[src/rtl/usb_frame_map.svh]
// Register indices, field positions and reset values of the frame, pull-up and stall slice
`ifndef USB_FRAME_MAP_SVH
`define USB_FRAME_MAP_SVH

`define IDX_FRAME_LOW      32'h5000_1826
`define IDX_FRAME_HIGH     32'h5000_1824
`define IDX_PULLUP_TEST    32'h5000_183E
`define IDX_EP0_CTRL       32'h5000_1840
`define IDX_IRQ_STATUS     32'h5000_1860
`define IDX_IRQ_CLEAR      32'h5000_1862
`define IDX_IRQ_ENABLE     32'h5000_1864

`define REG_IDX_W          10
`define ADDR_W_MIN         12

`define PU_STATUS_BIT      7
`define PU_REDUCED_BIT     6
`define PU_DPLUS_BIT       5
`define PU_TEST_EN_BIT     4
`define PU_DMINUS_BIT      2
`define PU_RCDELAY_BIT     1
`define PU_PROTECT_BIT     0
`define EP0_STALL_BIT      7

`define IRQ_STALL_SENT     0
`define IRQ_SETUP_STALLED  1
`define IRQ_NUM            2

`define RESET_PULLUP       8'h00
`define RESET_EP0          1'b0
`define RESET_IRQ          2'b00
`define RESP_OKAY          2'b00
`define RESP_SLVERR        2'b10

`endif

[src/rtl/usb_frame_pkg.sv]
// Types shared by the frame, pull-up and stall slice
`include "usb_frame_map.svh"
package usb_frame_pkg;
   typedef enum logic [1:0] {TOK_IN, TOK_OUT, TOK_SETUP} token_e;

   typedef struct packed {
      logic   valid;
      token_e kind;
   } token_s;

   typedef struct packed {
      logic                      wr;
      logic [`REG_IDX_W-1:0]     wr_idx;
      logic [15:0]               wdata;
      logic [1:0]                wstrb;
      logic                      rd;
      logic [`REG_IDX_W-1:0]     rd_idx;
   } reg_cmd_s;
endpackage

[src/rtl/axil_reg_port.sv]
// AXI4-Lite slave front end turning bus transfers into register strobes
`timescale 1ns/1ps
`default_nettype none
module axil_reg_port
   import usb_frame_pkg::*;
#(
   parameter int ADDR_W = 12
)
(
   // Clock and reset
   input  wire logic              aclk,
   input  wire logic              aresetn,
   // Write address and data
   input  wire logic [ADDR_W-1:0] awaddr,
   input  wire logic              awvalid,
   output logic                   awready,
   input  wire logic [31:0]       wdata,
   input  wire logic [3:0]        wstrb,
   input  wire logic              wvalid,
   output logic                   wready,
   // Write response
   output logic [1:0]             bresp,
   output logic                   bvalid,
   input  wire logic              bready,
   // Read address and data
   input  wire logic [ADDR_W-1:0] araddr,
   input  wire logic              arvalid,
   output logic                   arready,
   output logic [31:0]            rdata,
   output logic [1:0]             rresp,
   output logic                   rvalid,
   input  wire logic              rready,
   // Register side
   output reg_cmd_s               cmd,
   input  wire logic [15:0]       rd_data,
   input  wire logic              rd_hit,
   input  wire logic              wr_hit
);
   logic                  aw_have_q;
   logic                  w_have_q;
   logic [`REG_IDX_W-1:0] aw_idx_q;
   logic [15:0]           wdata_q;
   logic [1:0]            wstrb_q;
   logic                  bvalid_q;
   logic [1:0]            bresp_q;
   logic                  rvalid_q;
   logic [1:0]            rresp_q;
   logic [15:0]           rdata_q;

   wire aw_take = awvalid && awready;
   wire w_take  = wvalid && wready;
   wire ar_take = arvalid && arready;
   wire do_wr   = aw_have_q && w_have_q && !bvalid_q;

   // Hold each half until its partner arrives and the response has drained
   assign awready = !aw_have_q && !bvalid_q;
   assign wready  = !w_have_q && !bvalid_q;
   assign arready = !rvalid_q;
   assign bvalid  = bvalid_q;
   assign bresp   = bresp_q;
   assign rvalid  = rvalid_q;
   assign rresp   = rresp_q;
   assign rdata   = {16'h0000, rdata_q};

   assign cmd.wr     = do_wr;
   assign cmd.wr_idx = aw_idx_q;
   assign cmd.wdata  = wdata_q;
   assign cmd.wstrb  = wstrb_q;
   assign cmd.rd     = ar_take;
   assign cmd.rd_idx = araddr[`REG_IDX_W+1:2];

   always_ff @(posedge aclk)
   begin
      if (!aresetn)
      begin
         aw_have_q <= 1'b0;
         w_have_q  <= 1'b0;
         aw_idx_q  <= '0;
         wdata_q   <= 16'h0000;
         wstrb_q   <= 2'b00;
         bvalid_q  <= 1'b0;
         bresp_q   <= `RESP_OKAY;
      end
      else
      begin
         if (aw_take)
         begin
            aw_have_q <= 1'b1;
            aw_idx_q  <= awaddr[`REG_IDX_W+1:2];
         end
         if (w_take)
         begin
            w_have_q <= 1'b1;
            wdata_q  <= wdata[15:0];
            wstrb_q  <= wstrb[1:0];
         end
         if (do_wr)
         begin
            aw_have_q <= 1'b0;
            w_have_q  <= 1'b0;
            bvalid_q  <= 1'b1;
            bresp_q   <= wr_hit ? `RESP_OKAY : `RESP_SLVERR;
         end
         else if (bvalid_q && bready)
            bvalid_q <= 1'b0;
      end
   end

   always_ff @(posedge aclk)
   begin
      if (!aresetn)
      begin
         rvalid_q <= 1'b0;
         rresp_q  <= `RESP_OKAY;
         rdata_q  <= 16'h0000;
      end
      else if (ar_take)
      begin
         rvalid_q <= 1'b1;
         rresp_q  <= rd_hit ? `RESP_OKAY : `RESP_SLVERR;
         rdata_q  <= rd_hit ? rd_data : 16'h0000;
      end
      else if (rvalid_q && rready)
         rvalid_q <= 1'b0;
   end
endmodule
`default_nettype wire

[src/rtl/usb_frame_pullup_ep0_ctrl.sv]
// Frame number readout, pull-up test overrides and endpoint 0 stall control
//
// Notes on behaviour
// - Low byte read returns frame, locks high bits
// - High register shows three live MSBs unless locked
// - Test enable hands switches to test bits
// - D+ test bit: zero closes, one opens
// - D- test bit: zero closes, one opens
// - Reduced test bit: zero closes, one opens
// - Stall bit plus transmit FIFO stalls IN
// - Stall bit plus receive FIFO stalls OUT
// - SETUP tokens never get a STALL
// - Sent STALL sets receive-last and transmit-done
//
// Our own choice: the AXI4-Lite register port.
`timescale 1ns/1ps
`default_nettype none
module usb_frame_pullup_ep0_ctrl
   import usb_frame_pkg::*;
#(
   parameter int ADDR_W = 12
)
(
   // Clock and reset
   input  wire logic              aclk,
   input  wire logic              aresetn,
   // AXI4-Lite write
   input  wire logic [ADDR_W-1:0] awaddr,
   input  wire logic              awvalid,
   output logic                   awready,
   input  wire logic [31:0]       wdata,
   input  wire logic [3:0]        wstrb,
   input  wire logic              wvalid,
   output logic                   wready,
   output logic [1:0]             bresp,
   output logic                   bvalid,
   input  wire logic              bready,
   // AXI4-Lite read
   input  wire logic [ADDR_W-1:0] araddr,
   input  wire logic              arvalid,
   output logic                   arready,
   output logic [31:0]            rdata,
   output logic [1:0]             rresp,
   output logic                   rvalid,
   input  wire logic              rready,
   // Frame tracking
   input  wire logic [10:0]       frame_number,
   // Pull-up switches
   input  wire logic              normal_dplus_close,
   input  wire logic              normal_dminus_close,
   input  wire logic              normal_reduced_close,
   input  wire logic              pullup_test_status_bit,
   output logic                   dplus_pullup_switch,
   output logic                   dminus_pullup_switch,
   output logic                   reduced_pullup_switch,
   // Token and handshake engine
   input  wire token_s            token,
   input  wire logic              tx_fifo_enabled,
   input  wire logic              rx_fifo_enabled,
   output logic                   stall_request,
   input  wire logic              stall_sent,
   output logic                   set_rx_last,
   output logic                   set_tx_done,
   // Interrupt
   output logic                   irq
);
   generate
      if (ADDR_W < `ADDR_W_MIN)
         $error("ADDR_W must be at least 12 to decode the register indices");
   endgenerate

   reg_cmd_s              cmd;
   logic [15:0]           rd_data;
   logic [7:0]            pullup_q;
   logic                  stall_bit_q;
   logic                  locked_q;
   logic [2:0]            lock_msbs_q;
   logic                  stall_req_q;
   logic                  set_rx_last_q;
   logic                  set_tx_done_q;
   logic [`IRQ_NUM-1:0]   irq_status_q;
   logic [`IRQ_NUM-1:0]   irq_enable_q;
   logic [`IRQ_NUM-1:0]   irq_event;
   logic                  rd_hit;
   logic                  wr_hit;

   // Register decode on the low index bits only; the printed index is far above the window
   localparam logic [`REG_IDX_W-1:0] I_FL = `REG_IDX_W'(`IDX_FRAME_LOW);
   localparam logic [`REG_IDX_W-1:0] I_FH = `REG_IDX_W'(`IDX_FRAME_HIGH);
   localparam logic [`REG_IDX_W-1:0] I_PU = `REG_IDX_W'(`IDX_PULLUP_TEST);
   localparam logic [`REG_IDX_W-1:0] I_EP = `REG_IDX_W'(`IDX_EP0_CTRL);
   localparam logic [`REG_IDX_W-1:0] I_IS = `REG_IDX_W'(`IDX_IRQ_STATUS);
   localparam logic [`REG_IDX_W-1:0] I_IC = `REG_IDX_W'(`IDX_IRQ_CLEAR);
   localparam logic [`REG_IDX_W-1:0] I_IE = `REG_IDX_W'(`IDX_IRQ_ENABLE);

   axil_reg_port #(.ADDR_W(ADDR_W)) u_port
   (
      .aclk    (aclk),
      .aresetn (aresetn),
      .awaddr  (awaddr),
      .awvalid (awvalid),
      .awready (awready),
      .wdata   (wdata),
      .wstrb   (wstrb),
      .wvalid  (wvalid),
      .wready  (wready),
      .bresp   (bresp),
      .bvalid  (bvalid),
      .bready  (bready),
      .araddr  (araddr),
      .arvalid (arvalid),
      .arready (arready),
      .rdata   (rdata),
      .rresp   (rresp),
      .rvalid  (rvalid),
      .rready  (rready),
      .cmd     (cmd),
      .rd_data (rd_data),
      .rd_hit  (rd_hit),
      .wr_hit  (wr_hit)
   );

   wire rd_fl = cmd.rd && cmd.rd_idx == I_FL;
   wire rd_fh = cmd.rd && cmd.rd_idx == I_FH;
   wire rd_pu = cmd.rd_idx == I_PU;
   wire rd_ep = cmd.rd_idx == I_EP;
   wire rd_is = cmd.rd_idx == I_IS;
   wire rd_ie = cmd.rd_idx == I_IE;
   assign rd_hit = rd_fl || rd_fh || rd_pu || rd_ep || rd_is || rd_ie || cmd.rd_idx == I_IC;
   wire wr_fl = cmd.wr_idx == I_FL || cmd.wr_idx == I_FH;
   wire wr_pu = cmd.wr && cmd.wstrb[0] && cmd.wr_idx == I_PU;
   wire wr_ep = cmd.wr && cmd.wstrb[0] && cmd.wr_idx == I_EP;
   wire wr_ic = cmd.wr && cmd.wstrb[0] && cmd.wr_idx == I_IC;
   wire wr_ie = cmd.wr && cmd.wstrb[0] && cmd.wr_idx == I_IE;
   assign wr_hit = wr_fl || cmd.wr_idx == I_PU || cmd.wr_idx == I_EP || cmd.wr_idx == I_IS
                   || cmd.wr_idx == I_IC || cmd.wr_idx == I_IE;

   // High bits seen by software: the held copy after a low-byte read, else live
   wire [2:0] fh_msbs = locked_q ? lock_msbs_q : frame_number[10:8];

   // Test bit 7 is a status input and never stored; reserved bits read zero
   wire [7:0] pu_view = {pullup_test_status_bit, pullup_q[6:4], 1'b0, pullup_q[2:0]};

   // Read mux; frame registers are read-only so their writes only answer OKAY
   assign rd_data = rd_fl ? {8'h00, frame_number[7:0]} :
                    rd_fh ? {13'h0000, fh_msbs} :
                    rd_pu ? {8'h00, pu_view} :
                    rd_ep ? {8'h00, stall_bit_q, 7'h00} :
                    rd_is ? {14'h0000, irq_status_q} :
                    rd_ie ? {14'h0000, irq_enable_q} :
                    16'h0000;

   // Frame high-bit lock: a low read captures, a high read releases
   always_ff @(posedge aclk)
   begin
      if (!aresetn)
      begin
         locked_q    <= 1'b0;
         lock_msbs_q <= 3'h0;
      end
      else if (rd_fl)
      begin
         locked_q    <= 1'b1;
         lock_msbs_q <= frame_number[10:8];
      end
      else if (rd_fh)
         locked_q <= 1'b0;
   end

   // Writable bits only; bit 3 and bit 7 stay zero in storage
   always_ff @(posedge aclk)
   begin
      if (!aresetn)
      begin
         pullup_q    <= `RESET_PULLUP;
         stall_bit_q <= `RESET_EP0;
      end
      else
      begin
         if (wr_pu)
            pullup_q <= cmd.wdata[7:0] & 8'h77;
         if (wr_ep)
            stall_bit_q <= cmd.wdata[`EP0_STALL_BIT];
      end
   end

   // Pull-up switch outputs, high means closed
   wire test_en = pullup_q[`PU_TEST_EN_BIT];
   assign dplus_pullup_switch   = test_en ? !pullup_q[`PU_DPLUS_BIT]   : normal_dplus_close;
   assign dminus_pullup_switch  = test_en ? !pullup_q[`PU_DMINUS_BIT]  : normal_dminus_close;
   assign reduced_pullup_switch = test_en ? !pullup_q[`PU_REDUCED_BIT] : normal_reduced_close;

   // Stall decision per token; SETUP is never stalled
   wire stall_in  = token.kind == TOK_IN  && tx_fifo_enabled;
   wire stall_out = token.kind == TOK_OUT && rx_fifo_enabled;
   wire stall_now = token.valid && stall_bit_q && (stall_in || stall_out);
   wire setup_hit = token.valid && stall_bit_q && token.kind == TOK_SETUP;

   always_ff @(posedge aclk)
   begin
      if (!aresetn)
      begin
         stall_req_q   <= 1'b0;
         set_rx_last_q <= 1'b0;
         set_tx_done_q <= 1'b0;
      end
      else
      begin
         stall_req_q   <= stall_now;
         set_rx_last_q <= stall_sent;
         set_tx_done_q <= stall_sent;
      end
   end

   assign stall_request = stall_req_q;
   assign set_rx_last   = set_rx_last_q;
   assign set_tx_done   = set_tx_done_q;

   // Sticky interrupt status; a new event outranks a clear in the same cycle
   assign irq_event[`IRQ_STALL_SENT]    = stall_sent;
   assign irq_event[`IRQ_SETUP_STALLED] = setup_hit;

   genvar gi;
   generate
      for (gi = 0; gi < `IRQ_NUM; gi++)
      begin : g_irq
         always_ff @(posedge aclk)
         begin
            if (!aresetn)
               irq_status_q[gi] <= 1'b0;
            else if (irq_event[gi])
               irq_status_q[gi] <= 1'b1;
            else if (wr_ic && cmd.wdata[gi])
               irq_status_q[gi] <= 1'b0;
         end
      end
   endgenerate

   always_ff @(posedge aclk)
   begin
      if (!aresetn)
         irq_enable_q <= `RESET_IRQ;
      else if (wr_ie)
         irq_enable_q <= cmd.wdata[`IRQ_NUM-1:0];
   end

   assign irq = |(irq_status_q & irq_enable_q);

   property p_fl_lock;
      @(posedge aclk) disable iff (!aresetn)
      rd_fl |=> locked_q && lock_msbs_q == $past(frame_number[10:8]);
   endproperty
   a_fl_lock: assert property (p_fl_lock) else $error("low read did not lock high bits");

   property p_lock_hold;
      @(posedge aclk) disable iff (!aresetn)
      locked_q && !rd_fh && !rd_fl |=> locked_q && $stable(lock_msbs_q);
   endproperty
   a_lock_hold: assert property (p_lock_hold) else $error("locked high bits changed");

   property p_fh_live;
      @(posedge aclk) disable iff (!aresetn)
      rd_fh && !locked_q |=> rvalid && rdata[2:0] == $past(frame_number[10:8])
                             && rdata[15:3] == 13'h0000;
   endproperty
   a_fh_live: assert property (p_fh_live) else $error("high read not live");

   property p_fh_unlock;
      @(posedge aclk) disable iff (!aresetn)
      rd_fh && !rd_fl |=> !locked_q;
   endproperty
   a_fh_unlock: assert property (p_fh_unlock) else $error("high read did not unlock");

   property p_normal;
      @(posedge aclk) disable iff (!aresetn)
      !pullup_q[`PU_TEST_EN_BIT] |-> dplus_pullup_switch == normal_dplus_close
         && dminus_pullup_switch == normal_dminus_close
         && reduced_pullup_switch == normal_reduced_close;
   endproperty
   a_normal: assert property (p_normal) else $error("switches not normal");

   property p_test_sw;
      @(posedge aclk) disable iff (!aresetn)
      wr_pu && cmd.wdata[`PU_TEST_EN_BIT] |=> dplus_pullup_switch == !$past(cmd.wdata[5])
         && dminus_pullup_switch == !$past(cmd.wdata[2])
         && reduced_pullup_switch == !$past(cmd.wdata[6]);
   endproperty
   a_test_sw: assert property (p_test_sw) else $error("test switch wrong");

   property p_stall_in;
      @(posedge aclk) disable iff (!aresetn)
      token.valid && token.kind == TOK_IN && stall_bit_q && tx_fifo_enabled |=> stall_request;
   endproperty
   a_stall_in: assert property (p_stall_in) else $error("IN not stalled");

   property p_stall_out;
      @(posedge aclk) disable iff (!aresetn)
      token.valid && token.kind == TOK_OUT && stall_bit_q && rx_fifo_enabled |=> stall_request;
   endproperty
   a_stall_out: assert property (p_stall_out) else $error("OUT not stalled");

   property p_no_setup;
      @(posedge aclk) disable iff (!aresetn)
      token.valid && token.kind == TOK_SETUP |=> !stall_request;
   endproperty
   a_no_setup: assert property (p_no_setup) else $error("SETUP stalled");

   property p_after_stall;
      @(posedge aclk) disable iff (!aresetn)
      stall_sent |=> set_rx_last && set_tx_done;
   endproperty
   a_after_stall: assert property (p_after_stall) else $error("flags not set");

   property p_set_wins;
      @(posedge aclk) disable iff (!aresetn)
      stall_sent |=> irq_status_q[`IRQ_STALL_SENT];
   endproperty
   a_set_wins: assert property (p_set_wins) else $error("stall event lost to a clear");

   property p_setup_flag;
      @(posedge aclk) disable iff (!aresetn)
      token.valid && token.kind == TOK_SETUP && stall_bit_q |=> irq_status_q[`IRQ_SETUP_STALLED];
   endproperty
   a_setup_flag: assert property (p_setup_flag) else $error("stalled SETUP not flagged");

   property p_no_stray_stall;
      @(posedge aclk) disable iff (!aresetn)
      !(token.valid && stall_bit_q) |=> !stall_request;
   endproperty
   a_no_stray_stall: assert property (p_no_stray_stall) else $error("stall without cause");

   property p_reserved;
      @(posedge aclk) disable iff (!aresetn)
      rvalid |-> rdata[31:8] == 24'h00_0000 && !(rresp == `RESP_OKAY && rdata[3] && $past(rd_pu));
   endproperty
   a_reserved: assert property (p_reserved) else $error("reserved bit set");

   c_frame_pair: cover property (@(posedge aclk) disable iff (!aresetn) rd_fl ##[1:20] rd_fh);
   c_stall: cover property (@(posedge aclk) disable iff (!aresetn) stall_request ##[1:20] stall_sent);
   c_test_on: cover property (@(posedge aclk) disable iff (!aresetn) wr_pu && cmd.wdata[4]);
   c_irq: cover property (@(posedge aclk) disable iff (!aresetn) $rose(irq));
endmodule
`default_nettype wire

[config.mk]
export PLATFORM = sky130hd
export DESIGN_NAME = usb_frame_pullup_ep0_ctrl
export DESIGN_NICKNAME = d
export VERILOG_FILES = /design/src/rtl/usb_frame_pkg.sv /design/src/rtl/axil_reg_port.sv /design/src/rtl/usb_frame_pullup_ep0_ctrl.sv
export VERILOG_INCLUDE_DIRS = /design/src /design/src/rtl
export SDC_FILE = /design/constraint.sdc
export NUM_CORES = 1
export LEC_CHECK = 0
export BUFFER_PORTS_ARGS = -buffer_cell sky130_fd_sc_hd__buf_4
export CORE_ASPECT_RATIO = 0.7
export CORE_MARGIN = 5
export CORE_UTILIZATION = 45
export DETAILED_ROUTE_END_ITERATION = 7
export PLACE_DENSITY_LB_ADDON = 0.15
export SLEW_MARGIN = 20
export SYNTH_ARGS = -nofsm -noshare
export SYNTH_HDL_FRONTEND = slang
export SYNTH_SLANG_ARGS = --single-unit
[constraint.sdc]
create_clock -name aclk -period 2.27 [get_ports aclk]
set_clock_uncertainty 0.05 [all_clocks]
set_input_delay 0.3405 -clock aclk [delete_from_list [all_inputs] [get_ports aclk]]
set_output_delay 0.3405 -clock aclk [all_outputs]
set_load 0.02 [all_outputs]
# After elaboration in Yosys (flattened, before gate mapping)
# Cells that the tools add are included.
# word_totals
register_bits	60
in_bits	88
out_inout_bits	48
elab_cells	111
# classes
n_eq_ne	16
mux	23
bitwise_logic	2
reduce_logical	51
# ops
operator	n
equality test 10 x 7 -> 1 bit (second input constant)	8
equality test 10 x 6 -> 1 bit (second input constant)	6
2-to-1 mux 8 bit	5
logical AND 1 bit	23
logical OR 1 bit	13
2-to-1 mux 1 bit	13
nonzero test 2 bit	5
2-to-1 mux 2 bit	4
zero test 1 bit	7
OR reduction 2 bit	2
2-to-1 mux 3 bit	1
bitwise AND 2 bit	1
equality test 2 x 1 -> 1 bit (second input constant)	1
equality test 2 bit (second input constant)	1
zero test 2 bit	1
NOT 1 bit	1

# Depth between registers and ports, before layout
# Gate-level depths: netlist of run 1.
# logic_depth
word_depth	10
ltp_mapped	7
ltp_nobuf	5

# Cells and area by module
# From an unflattened synthesis of run 1, not the netlist that was laid out.
# unflattened
cells_unflattened	390
area_unflattened_um2	3286.9
# modules_own_cells
module	instances	cells_per_inst	area_per_inst_um2
axil_reg_port	1	255	2142.1
usb_frame_pullup_ep0_ctrl	1	135	1144.8

# Worst setup path before layout of run 1
# No wires, ideal clock.
# synth_path
kind	input port to flip-flop
startpoint	input port araddr[6]
endpoint	register u_port.rdata_q[2]
setup_time_ps	67
arrival_ps	1872
required_ps	2153
path_slack_ps	281
stages	5
cell_sequence	or4b_4 -> or2_4 -> or4_4 -> o21a_1 -> o21ai_2
# synth_between
elab_chain_len	9
# synth_lines
element	line	source
start: declaration	usb_frame_pullup_ep0_ctrl.sv:39	input wire logic [ADDR_W-1:0] araddr,
equality test 10 x 6 -> 1 bit, on equally long branches	usb_frame_pullup_ep0_ctrl.sv:123, usb_frame_pullup_ep0_ctrl.sv:124	
logical AND 1 bit, on equally long branches	usb_frame_pullup_ep0_ctrl.sv:123, usb_frame_pullup_ep0_ctrl.sv:124	
logical OR 1 bit (6 in a row)	usb_frame_pullup_ep0_ctrl.sv:129	assign rd_hit = rd_fl || rd_fh || rd_pu || rd_ep || rd_is || rd_ie || cmd.rd_idx == I_IC;
2-to-1 mux 8 bit *	axil_reg_port.sv:121	rdata_q <= rd_hit ? rd_data : 16'h0000;
end signal: assignment	axil_reg_port.sv:121	
end: declaration	axil_reg_port.sv:48	logic [15:0] rdata_q;
# Every way passes the cells marked *; elsewhere a longest branch is shown, timed or not.
# A chain may end at the register's enable or synchronous reset.

# Worst setup path in the final report of run 1
# layout_path
startpoint	register u_port.aw_idx_q[7]
endpoint	register pullup_q[0]
# layout_between
elab_chain_len	2
# layout_lines
element	line	source
start: declaration	axil_reg_port.sv:41	logic [`REG_IDX_W-1:0] aw_idx_q;
start signal: assignment	axil_reg_port.sv:89	aw_idx_q <= awaddr[`REG_IDX_W+1:2];
equality test 10 x 6 -> 1 bit	usb_frame_pullup_ep0_ctrl.sv:131	wire wr_pu = cmd.wr && cmd.wstrb[0] && cmd.wr_idx == I_PU;
logical AND 1 bit	usb_frame_pullup_ep0_ctrl.sv:131	
end signal: assignment	usb_frame_pullup_ep0_ctrl.sv:175	pullup_q <= `RESET_PULLUP;
end signal: assignment	usb_frame_pullup_ep0_ctrl.sv:181	pullup_q <= cmd.wdata[7:0] & 8'h77;
end: declaration	usb_frame_pullup_ep0_ctrl.sv:74	logic [7:0] pullup_q;
# No other way between the ends.

==> results of run 1 <==
==> cell families (layout without fill, tap and decap cells) <==
family                 count (synthesis)  count (layout)  share of synthesized area
AND/OR/NAND/NOR                      104             104                      0.242
other                                  1              26                    0.00149
multiplexers                          30              30                      0.119
buffers and inverters                 47              99                      0.111
AO/OA/AOI/OAI                         48              48                      0.137
flip-flops                            49              49                      0.389
==> critical path: stages (launching register included) <==
cell and delay [ns]:
dfxtp_1 0.32, nor4_1 0.30, buf_4 0.18, and4_1 0.23, and3_1 0.40, mux2i_1 0.24
nor2b_1 0.06
==> synth_stat cells (all sizes together) (4+ instances only) <==
library cell	instances	area share
mux2i	29	0.12
buf	30	0.086
a21boi	14	0.042
dfxtp	49	0.39
clkbuf	9	0.013
o21ai	10	0.021
nand2b	6	0.015
nand2	31	0.046
nor2b	25	0.062
nor2	8	0.012
and2	6	0.015
a21oi	4	0.0079
inv	8	0.012
nor4b	4	0.016
a22oi	7	0.021
nor4	4	0.012
==> cell type report <==
type,count,area [um2],area share
sequential,49,981,0.307
tap,72,90.1,0.0282
timing repair buffer,83,623,0.195
inverter,8,30.0,0.00939
clock inverter,1,30.0,0.00939
clock buffer,7,86.3,0.0270
multi-input combinational,208,1360,0.424
==> power by group through the flow <==
stage	clock network [uW]	registers, uW	logic, uW
5_1_grt	694	923	328
3_5_place_dp	0	938	300
4_1_cts	653	918	301
3_3_place_gp	0	937	295
6_report	635	918	299
2_1_floorplan	0	938	200
==> sequential cells by signal, indices dropped and copies added, names as in the netlist <==
| name | count |
|---|---|
| locked_q | 1 |
| stall_request | 1 |
| set_tx_done | 1 |
| u_port.rresp | 1 |
| irq_status_q | 2 |
| u_port.bresp | 1 |
| u_port.wstrb_q | 1 |
| pullup_q | 6 |
| u_port.wdata_q | 7 |
| u_port.rdata_q | 8 |
| lock_msbs_q | 3 |
| irq_enable_q | 2 |
| u_port.rvalid | 1 |
| u_port.aw_idx_q | 10 |
| u_port.w_have_q | 1 |
| u_port.bvalid | 1 |
| stall_bit_q | 1 |
| u_port.aw_have_q | 1 |
==> worst paths after layout <==
check	cells after the start	to	startpoint
setup reg to reg	6	pullup_q[0]	u_port.aw_idx_q[7]
setup / recovery	6	pullup_q[0]	u_port.aw_idx_q[7]
hold / removal	2	stall_request	token[1]
hold reg to reg	2	u_port.rdata_q[2]	u_port.rdata_q[2]
==> cell usage in the layout (no fill, tap or decap), types with 3 or more instances in the layout <==
master | Yosys | layout
nor4b_1 | 3 | 3
buf_4 | 27 | 83
clkbuf_8 | 0 | 6
nand2_1 | 31 | 31
nand2b_1 | 6 | 6
o21a_1 | 3 | 3
inv_1 | 8 | 8
a22oi_1 | 7 | 7
conb_1 | 1 | 26
nor2b_1 | 25 | 25
nand3_1 | 3 | 3
dfxtp_1 | 49 | 49
a32o_1 | 3 | 3
and2_1 | 5 | 5
mux2i_1 | 29 | 29
a21boi_0 | 13 | 13
nor4_1 | 3 | 3
a21oi_1 | 4 | 4
o21ai_0 | 9 | 9
nor2_1 | 8 | 8
==> through the flow <==
stage                     power [uW]  cell area, um2
final                           1850            3200
after global routing            1940            3200
after CTS                       1870            3200
after detailed placement        1240            3080
after global placement          1230            3080
after floorplan                 1140            2620
==> per-layer routing <==
metal,global-route usage,part of all wire
met3,0.0449,0.054
met5,0,0
met1,0.224,0.50
met4,0.0409,0.0076
met2,0.242,0.43
==> results.sh, run 1 <==
export IMPL_grt_pass1_wl_um=9260
export IMPL_ctsResizeCount=0
export IMPL_firstDrtPassIters=4
export IMPL_grt_pass1_vias=2009
export IMPL_root_buffer="clkbuf_8"
export IMPL_cts_sinks=49
export IMPL_fp_coreArea_um2=5340
export IMPL_min_period_ns=1.88
export IMPL_combPwrFrac=0.162
export IMPL_synth_edf_count=0
export IMPL_cts_tree="yes"
export IMPL_io_pins=136
export IMPL_endpoint_kind="flip-flop"
export IMPL_grt_overflow_total=0
export IMPL_ys_ff_latch=49
export IMPL_finalHoldViolCount=0
export IMPL_cap_violations=0
export IMPL_grtUsageTotal=0.159
export IMPL_ys_warn_count=0
export IMPL_fillers=534
export IMPL_power_density_nw_per_um2=579
export IMPL_cts_max_level=2
export IMPL_synthesis_area_um2=2520
export IMPL_wire_per_inst_um=13.5
export IMPL_place_hpwl_um=4630
export IMPL_ys_async_sr_fraction=0
export IMPL_critPathArrivalTime_ns=2.03
export IMPL_p_seq_frac=0.496
export IMPL_die_area_um2=7230
export IMPL_crit_path_max_fanout=6
export IMPL_row_count=22
export IMPL_postCtsHoldBufs=0
export IMPL_dp_slack_ns=0.0944
export IMPL_grt_max_degree=25
export IMPL_clkPwrFrac=0.343
export IMPL_status="complete, no violations"
export IMPL_clk_pin_slew_worst_paths_ns=0.09
export IMPL_diodes=0
export IMPL_routed_wl_um=5780
export IMPL_relSlewSlack=0.597
export IMPL_die_w_um=99.5
export IMPL_num_vias=2076
export IMPL_nets=443
export IMPL_period_share=0.830
export IMPL_final_util=0.599
export IMPL_via_per_inst=4.85
export IMPL_worst_setup_path_start_kind="flip-flop"
export IMPL_p_sw_frac=0.248
export IMPL_avgSynthCellArea_um2=9.05
export IMPL_clk_latency_ns=0.30
export IMPL_dr_first_iter_drc_count=74
export IMPL_seq_area_frac_synth=0.389
export IMPL_fin_ws_ns=0.386
export IMPL_drc=0
export IMPL_p_switching_uw=459
export IMPL_start_util=0.473
export IMPL_postRouteAntennaNets=0
export IMPL_syn_instance_count=279
export IMPL_rsz0062_at_grt="false"
export IMPL_tightest_slew_ns=0.604
export IMPL_antenna_found_initial=0
export IMPL_critPathRequiredTime_ns=2.42
export IMPL_cts_buffers=5
export IMPL_setup_viol=0
export IMPL_r2r_slack_ns=0.39
export IMPL_fmax_ghz=0.531
export IMPL_hp_class="input port to flip-flop"
export IMPL_maxSlewViolCount=0
export IMPL_syn_to_final_growth_pct=26.7
export IMPL_drive_above_1_share=0.275
export IMPL_ys_types=48
export IMPL_ir_worst_vdd_mv=0.328
export IMPL_leakagePower_uw=0.00132
export IMPL_p_int_uw=1390
export IMPL_gp_congestion=0.792
export IMPL_chipHeight_um=72.7
export IMPL_synth_flop_cell="dfxtp_1"
export IMPL_critPathKind="flip-flop to flip-flop"
export IMPL_cts_path_max_buffers=2
export IMPL_holdWs_ns=0.158
export IMPL_port_buffers=77
export IMPL_place_inst=420
export IMPL_fin_setup_tns_ns=0
export IMPL_fin_cells=428
export IMPL_cts_setup_buffers=0
Power figures use the tool's default switching activity.
==> run 2, diff against run 1 <==
--- a/config.mk
+++ b/config.mk
@@ -9,7 +9,7 @@
 export BUFFER_PORTS_ARGS = -buffer_cell sky130_fd_sc_hd__buf_4
 export CORE_ASPECT_RATIO = 0.7
 export CORE_MARGIN = 5
-export CORE_UTILIZATION = 45
+export CORE_UTILIZATION = 40
 export DETAILED_ROUTE_END_ITERATION = 7
 export PLACE_DENSITY_LB_ADDON = 0.15
 export SLEW_MARGIN = 20
==> constraint.sdc (replaced) <==
create_clock -name aclk -period 1.55 [get_ports aclk]
set_clock_uncertainty 0.05 [all_clocks]
set_input_delay 0.2325 -clock aclk [delete_from_list [all_inputs] [get_ports aclk]]
set_output_delay 0.2325 -clock aclk [all_outputs]
set_load 0.02 [all_outputs]
==> run 2 against run 1 <==
Effect of this change:
- the flow now finishes with violations (setup timing)
- combinational power increased by 83%
- largest cell class unchanged
- design area increased by 14%
- worst setup slack got worse by 0.54 ns
- clock power increased by 50%
- sequential share of layout area decreased by 3.5 points
- global-route usage decreased by 0.27 points
- clock-buffer cell count unchanged
- worst hold slack got worse by 0.11 ns
- total power increased by 54%
- core utilization decreased by 1.2 points
- die area increased by 11%
- critical path type is now input port to flip-flop
- via count increased by 7.5%
==> results.sh, run 2 (synthesis results as in run 1) <==
export IMPL_cts_max_level=2
export IMPL_wire_per_inst_um=14.2
export IMPL_path_cells="buf_6, or4b_4, or2_4, or4_4, o21a_1, o21ai_2"
export IMPL_final_common_cell="buf_4"
export IMPL_num_vias=2231
export IMPL_maxSlewViolCount=0
export IMPL_power_density_nw_per_um2=784
export IMPL_regMostFlops="u_port.aw_idx_q"
export IMPL_max_stage_delay_ns=0.53
export IMPL_finalHoldViolCount=0
export IMPL_antenna_found_initial=0
export IMPL_grt_max_degree=27
export IMPL_dr_first_iter_drc_count=90
export IMPL_routed_wl_um=6580
export IMPL_cts_path_max_buffers=2
export IMPL_min_period_ns=1.70
export IMPL_largest_reg_flops=10
export IMPL_hp_start="token[1]"
export IMPL_fmax_ghz=0.587
export IMPL_fp_coreArea_um2=6190
export IMPL_hp_class="input port to flip-flop"
export IMPL_crit_slowest_cell="or4b_4"
export IMPL_cap_violations=0
export IMPL_drc=0
export IMPL_leakagePower_uw=0.00152
export IMPL_grt_overflow_total=0
export IMPL_gp_congestion=0.824
export IMPL_top_regs="u_port.aw_idx_q (10), u_port.rdata_q (8), u_port.wdata_q (7)"
export IMPL_clk_latency_ns=0.30
export IMPL_io_pins=136
export IMPL_ir_worst_vdd_mv=0.361
export IMPL_firstDrtPassIters=4
export IMPL_row_count=24
export IMPL_place_hpwl_um=4910
export IMPL_critPathLaunch="araddr[9]"
export IMPL_crit_path_max_fanout=3
export IMPL_most_common_layout_cells="buf_4, dfxtp_1, nand2_1"
export IMPL_chipHeight_um=76.5
export IMPL_place_inst=448
export IMPL_endpoint_kind="flip-flop"
export IMPL_fin_ws_ns=-0.154
export IMPL_violations="setup timing"
export IMPL_drive_above_1_share=0.391
export IMPL_die_w_um=105
export IMPL_postRouteAntennaNets=0
export IMPL_status="finished with violations"
export IMPL_clk_pin_slew_worst_paths_ns=0.09
export IMPL_rsz0062_at_grt="true"
export IMPL_period_share=1.10
export IMPL_cts_sinks=49
export IMPL_r2r_start="u_port.aw_idx_q[7]"
export IMPL_port_buffers=77
export IMPL_nets=471
export IMPL_grtUsageTotal=0.157
export IMPL_diodes=0
export IMPL_via_per_inst=4.83
export IMPL_start_util=0.408
export IMPL_root_buffer="clkbuf_8"
export IMPL_cts_tree="yes"
export IMPL_die_area_um2=8020
export IMPL_worst_setup_path_start_kind="input port"
export IMPL_fin_cells=462
export IMPL_grt_pass1_wl_um=10500
export IMPL_cts_buffers=5
export IMPL_critPathKind="input port to flip-flop"
export IMPL_setup_viol=21
export IMPL_critPathRequiredTime_ns=1.75
export IMPL_postCtsHoldBufs=0
export IMPL_final_util=0.587
export IMPL_grt_pass1_vias=2090
export IMPL_dp_slack_ns=-0.515
export IMPL_critPathArrivalTime_ns=1.90
export IMPL_syn_to_final_growth_pct=43.8
## run 2: cell count changes in the layout (fill, tap and decap cells not counted), moves of 3 or more
cell and change:
a21boi_0 -3, a21boi_1 +3, buf_4 +21, buf_6 +5
dfxtp_1 -3, nand3_1 -3, o21ai_0 -3, o21ai_2 +3
## run 2: report_power, final
group / total (uW) / internal, uW / switching (uW)
combinational: 548 / 272 / 275
clock: 952 / 527 / 426
sequential: 1340 / 1310 / 38.9
total: 2840 / 2100 / 740
## run 2: worst paths after layout
path / end / slack [ns] / cells past startpoint
min reg2reg: u_port.rdata_q[4] / 0.41 / 2
max: u_port.rdata_q[2] / -0.15 / 6
min: stall_request / 0.04 / 2
max reg2reg: pullup_q[4] / -0.10 / 5
## run 2: through the flow
stage	power [uW]	hold slack (ns)	instance area (um2)	setup TNS [ns]
after CTS	2850	0.0285	3530	-1.23
after global placement	1860	0.355	3300	-6.12
after global routing	2980	0.0363	3630	-3.10
after floorplan	1670	0.259	2650	-2.36
after detailed placement	1870	0.356	3300	-6.85
final	2840	0.0443	3630	-1.45
## run 2: repair_timing
item | CTS | global route
hold endpoints to repair | 0 | 0
pin swaps | 16 | 8
setup buffers | 4 | 3
gates resized for setup | 22 | 20
endpoints found under the setup margin | 21 | 24
## run 2: final cells by class
cell class                      instances  area, um2
Clock buffer                            7       86.3
Multi-Input combinational cell        208       1520
Clock inverter                          1       30.0
Tap cell                               78       97.6
Sequential cell                        49        987
Fill cell                             570       2560
Inverter                                8       30.0
Timing Repair Buffer                  111        877
## run 2: worst max-delay path, delay by kind of cell
kind	cells	cell delay (ns)
AND/OR/NAND/NOR	3	1.26
AO/OA/AOI/OAI	2	0.32
buffers and inverters	1	0.09
## run 2: layer usage
layer | global-route usage | vias to the layer above | share of wire | wire length [um]
met5 | 0 | - | 0 | 0
met4 | 0.0370 | 0 | 0.0096 | 63
met3 | 0.0474 | 10 | 0.077 | 505
met2 | 0.226 | 85 | 0.44 | 2880
met1 | 0.227 | 1014 | 0.48 | 3130
li1 | - | 1122 | - | -
==> run 3, diff against run 2 <==
--- a/config.mk
+++ b/config.mk
@@ -9,7 +9,7 @@
 export BUFFER_PORTS_ARGS = -buffer_cell sky130_fd_sc_hd__buf_4
 export CORE_ASPECT_RATIO = 0.7
 export CORE_MARGIN = 5
-export CORE_UTILIZATION = 40
+export CORE_UTILIZATION = 37
 export DETAILED_ROUTE_END_ITERATION = 7
 export PLACE_DENSITY_LB_ADDON = 0.15
 export SLEW_MARGIN = 20
==> run 3 against run 2 <==
Effect of this change:
- the flow still finishes with violations (setup timing)
- worst setup slack got worse by 0.0095 ns
- worst hold slack got worse by 0.011 ns
- total power rose by 3.8%
- largest cell class unchanged
- core utilization fell by 4.7 points
- clock-buffer cell count fell by 2
- fmax fell by 0.55%
==> results.sh, run 3 (synthesis results as in run 1) <==
export IMPL_finalHoldViolCount=0
export IMPL_num_vias=2232
export IMPL_rr_endpoint="u_port.rdata_q[2]"
export IMPL_syn_to_final_growth_pct=43.2
export IMPL_holdWs_ns=0.0334
export IMPL_fin_ws_ns=-0.164
export IMPL_nets=469
export IMPL_p_sw_frac=0.250
export IMPL_hold_end="stall_request"
export IMPL_die_area_um2=8600
export IMPL_port_buffers=77
export IMPL_io_pins=136
export IMPL_hp_start="token[1]"
export IMPL_grt_pass1_wl_um=10100
export IMPL_rsz0062_at_grt="true"
export IMPL_most_common_layout_cells="buf_4, dfxtp_1, nand2_1"
export IMPL_whs_path_depth=2
export IMPL_gp_congestion=0.848
export IMPL_routed_wl_um=6470
export IMPL_top_regs="u_port.aw_idx_q (10), u_port.rdata_q (8), u_port.wdata_q (7)"
export IMPL_clk_latency_ns=0.31
export IMPL_postCtsHoldBufs=0
export IMPL_final_common_cell="buf_4"
export IMPL_final_util=0.540
export IMPL_grt_pass1_vias=2080
export IMPL_critPathRequiredTime_ns=1.74
export IMPL_regMostFlops="u_port.aw_idx_q"
export IMPL_critPathArrivalTime_ns=1.91
export IMPL_path_cells="buf_6, or4b_4, or2_4, or4_4, o21a_1, o21ai_2"
export IMPL_status="finished with violations"
export IMPL_grt_overflow_total=0
export IMPL_fin_setup_tns_ns=-0.863
export IMPL_cts_path_max_buffers=2
export IMPL_via_per_inst=4.69
export IMPL_crit_slowest_cell="or4b_4"
export IMPL_cts_tree="yes"
export IMPL_ir_worst_vdd_mv=0.342
export IMPL_rr_worst_depth=4
export IMPL_crit_path_max_fanout=3
export IMPL_firstDrtPassIters=4
export IMPL_cp_depth=6
export IMPL_power_density_nw_per_um2=817
export IMPL_max_stage_delay_ns=0.54
export IMPL_dr_first_iter_drc_count=77
export IMPL_antenna_found_initial=0
export IMPL_r2r_start="u_port.rvalid"
export IMPL_cp_top_family="simple AND/OR/NAND/NOR gates"
export IMPL_cts_sinks=49
export IMPL_row_count=25
export IMPL_cts_buffers=5
export IMPL_min_period_ns=1.71
export IMPL_drive_above_1_share=0.377
export IMPL_violations="setup timing"
export IMPL_root_buffer="clkbuf_8"
export IMPL_period_share=1.11
export IMPL_fin_total_pwr_uw=2950
export IMPL_place_hpwl_um=4910
export IMPL_critPathKind="input port to flip-flop"
export IMPL_wire_per_inst_um=13.6
export IMPL_grtUsageTotal=0.149
export IMPL_combPwrFrac=0.180
export IMPL_p_int_uw=2210
export IMPL_fin_cells=476
export IMPL_r2r_slack_ns=-0.13
export IMPL_chipHeight_um=79.1
export IMPL_drc=0
export IMPL_die_w_um=109
export IMPL_fmax_ghz=0.583
export IMPL_hp_class="input port to flip-flop"
export IMPL_cts_max_level=2
export IMPL_leakagePower_uw=0.00151
export IMPL_maxSlewViolCount=0
export IMPL_crit_buf_inv=1
export IMPL_clk_pin_slew_worst_paths_ns=0.09
export IMPL_p_seq_frac=0.455
export IMPL_grt_max_degree=29
export IMPL_postRouteAntennaNets=0
export IMPL_worst_setup_path_start_kind="input port"
export IMPL_fp_coreArea_um2=6690
export IMPL_p_switching_uw=738
export IMPL_cap_violations=0
export IMPL_largest_reg_flops=10
export IMPL_setup_viol=15
export IMPL_diodes=0
export IMPL_clkPwrFrac=0.365
export IMPL_place_inst=467
export IMPL_start_util=0.377
export IMPL_endpoint_kind="flip-flop"
run 3: what timing repair did:
action | in CTS | in global routing
setup endpoints to repair | 23 | 24
cloned | 0 | 1
buffers inserted | 0 | 1
pin swaps | 7 | 14
endpoints found under the hold margin | 0 | 0
gates resized for setup | 11 | 25
run 3: worst register-to-register path, cell delays in order (launching register included):
cell and delay, ns:
dfxtp_2 0.34, or3b_4 0.39, or4_4 0.52, o21a_1 0.20, o21ai_2 0.11
run 3: cell type report:
| class | instances | area (um2) |
|---|---|---|
| clock buffers | 5 | 68.8 |
| clock inverters | 3 | 65.1 |
| fillers | 670 | 3080 |
| repair buffers | 109 | 850 |
| well taps | 94 | 118 |
| multi-input cells | 208 | 1500 |
| inverters | 8 | 30.0 |
| flip-flops and latches | 49 | 985 |
run 3: how the worst max path moves through the flow:
| stage | start | end |
|---|---|---|
| after floorplan | araddr[6] | u_port.rdata_q[2] |
| after global placement | araddr[6] | u_port.rdata_q[2] |
| after detailed placement | araddr[6] | u_port.rdata_q[2] |
| after CTS | u_port.rvalid | u_port.rdata_q[2] |
| after global routing | u_port.aw_idx_q[7] | pullup_q[5] |
| final | araddr[9] | u_port.rdata_q[2] |
run 3: layer usage:
metal,share of wire,GRT usage
met2,0.41,0.211
met5,0,0
met1,0.49,0.216
met4,0.0063,0.0378
met3,0.090,0.0471
run 3: power groups by stage:
| stage | Sequential [uW] | Clock (uW) | Combinational (uW) |
|---|---|---|---|
| after floorplan | 1370 | 0 | 297 |
| after global placement | 1370 | 0 | 499 |
| after detailed placement | 1370 | 0 | 503 |
| after CTS | 1340 | 1110 | 514 |
| after global routing | 1350 | 1190 | 581 |
| final | 1340 | 1080 | 530 |
run 3: metrics by stage:
step                setup slack [ns]  cell area, um2
floorplan                     -0.316            2650
global placement              -0.478            3340
detailed placement            -0.496            3340
CTS                           -0.115            3500
global route                  -0.206            3610
finish                        -0.164            3610
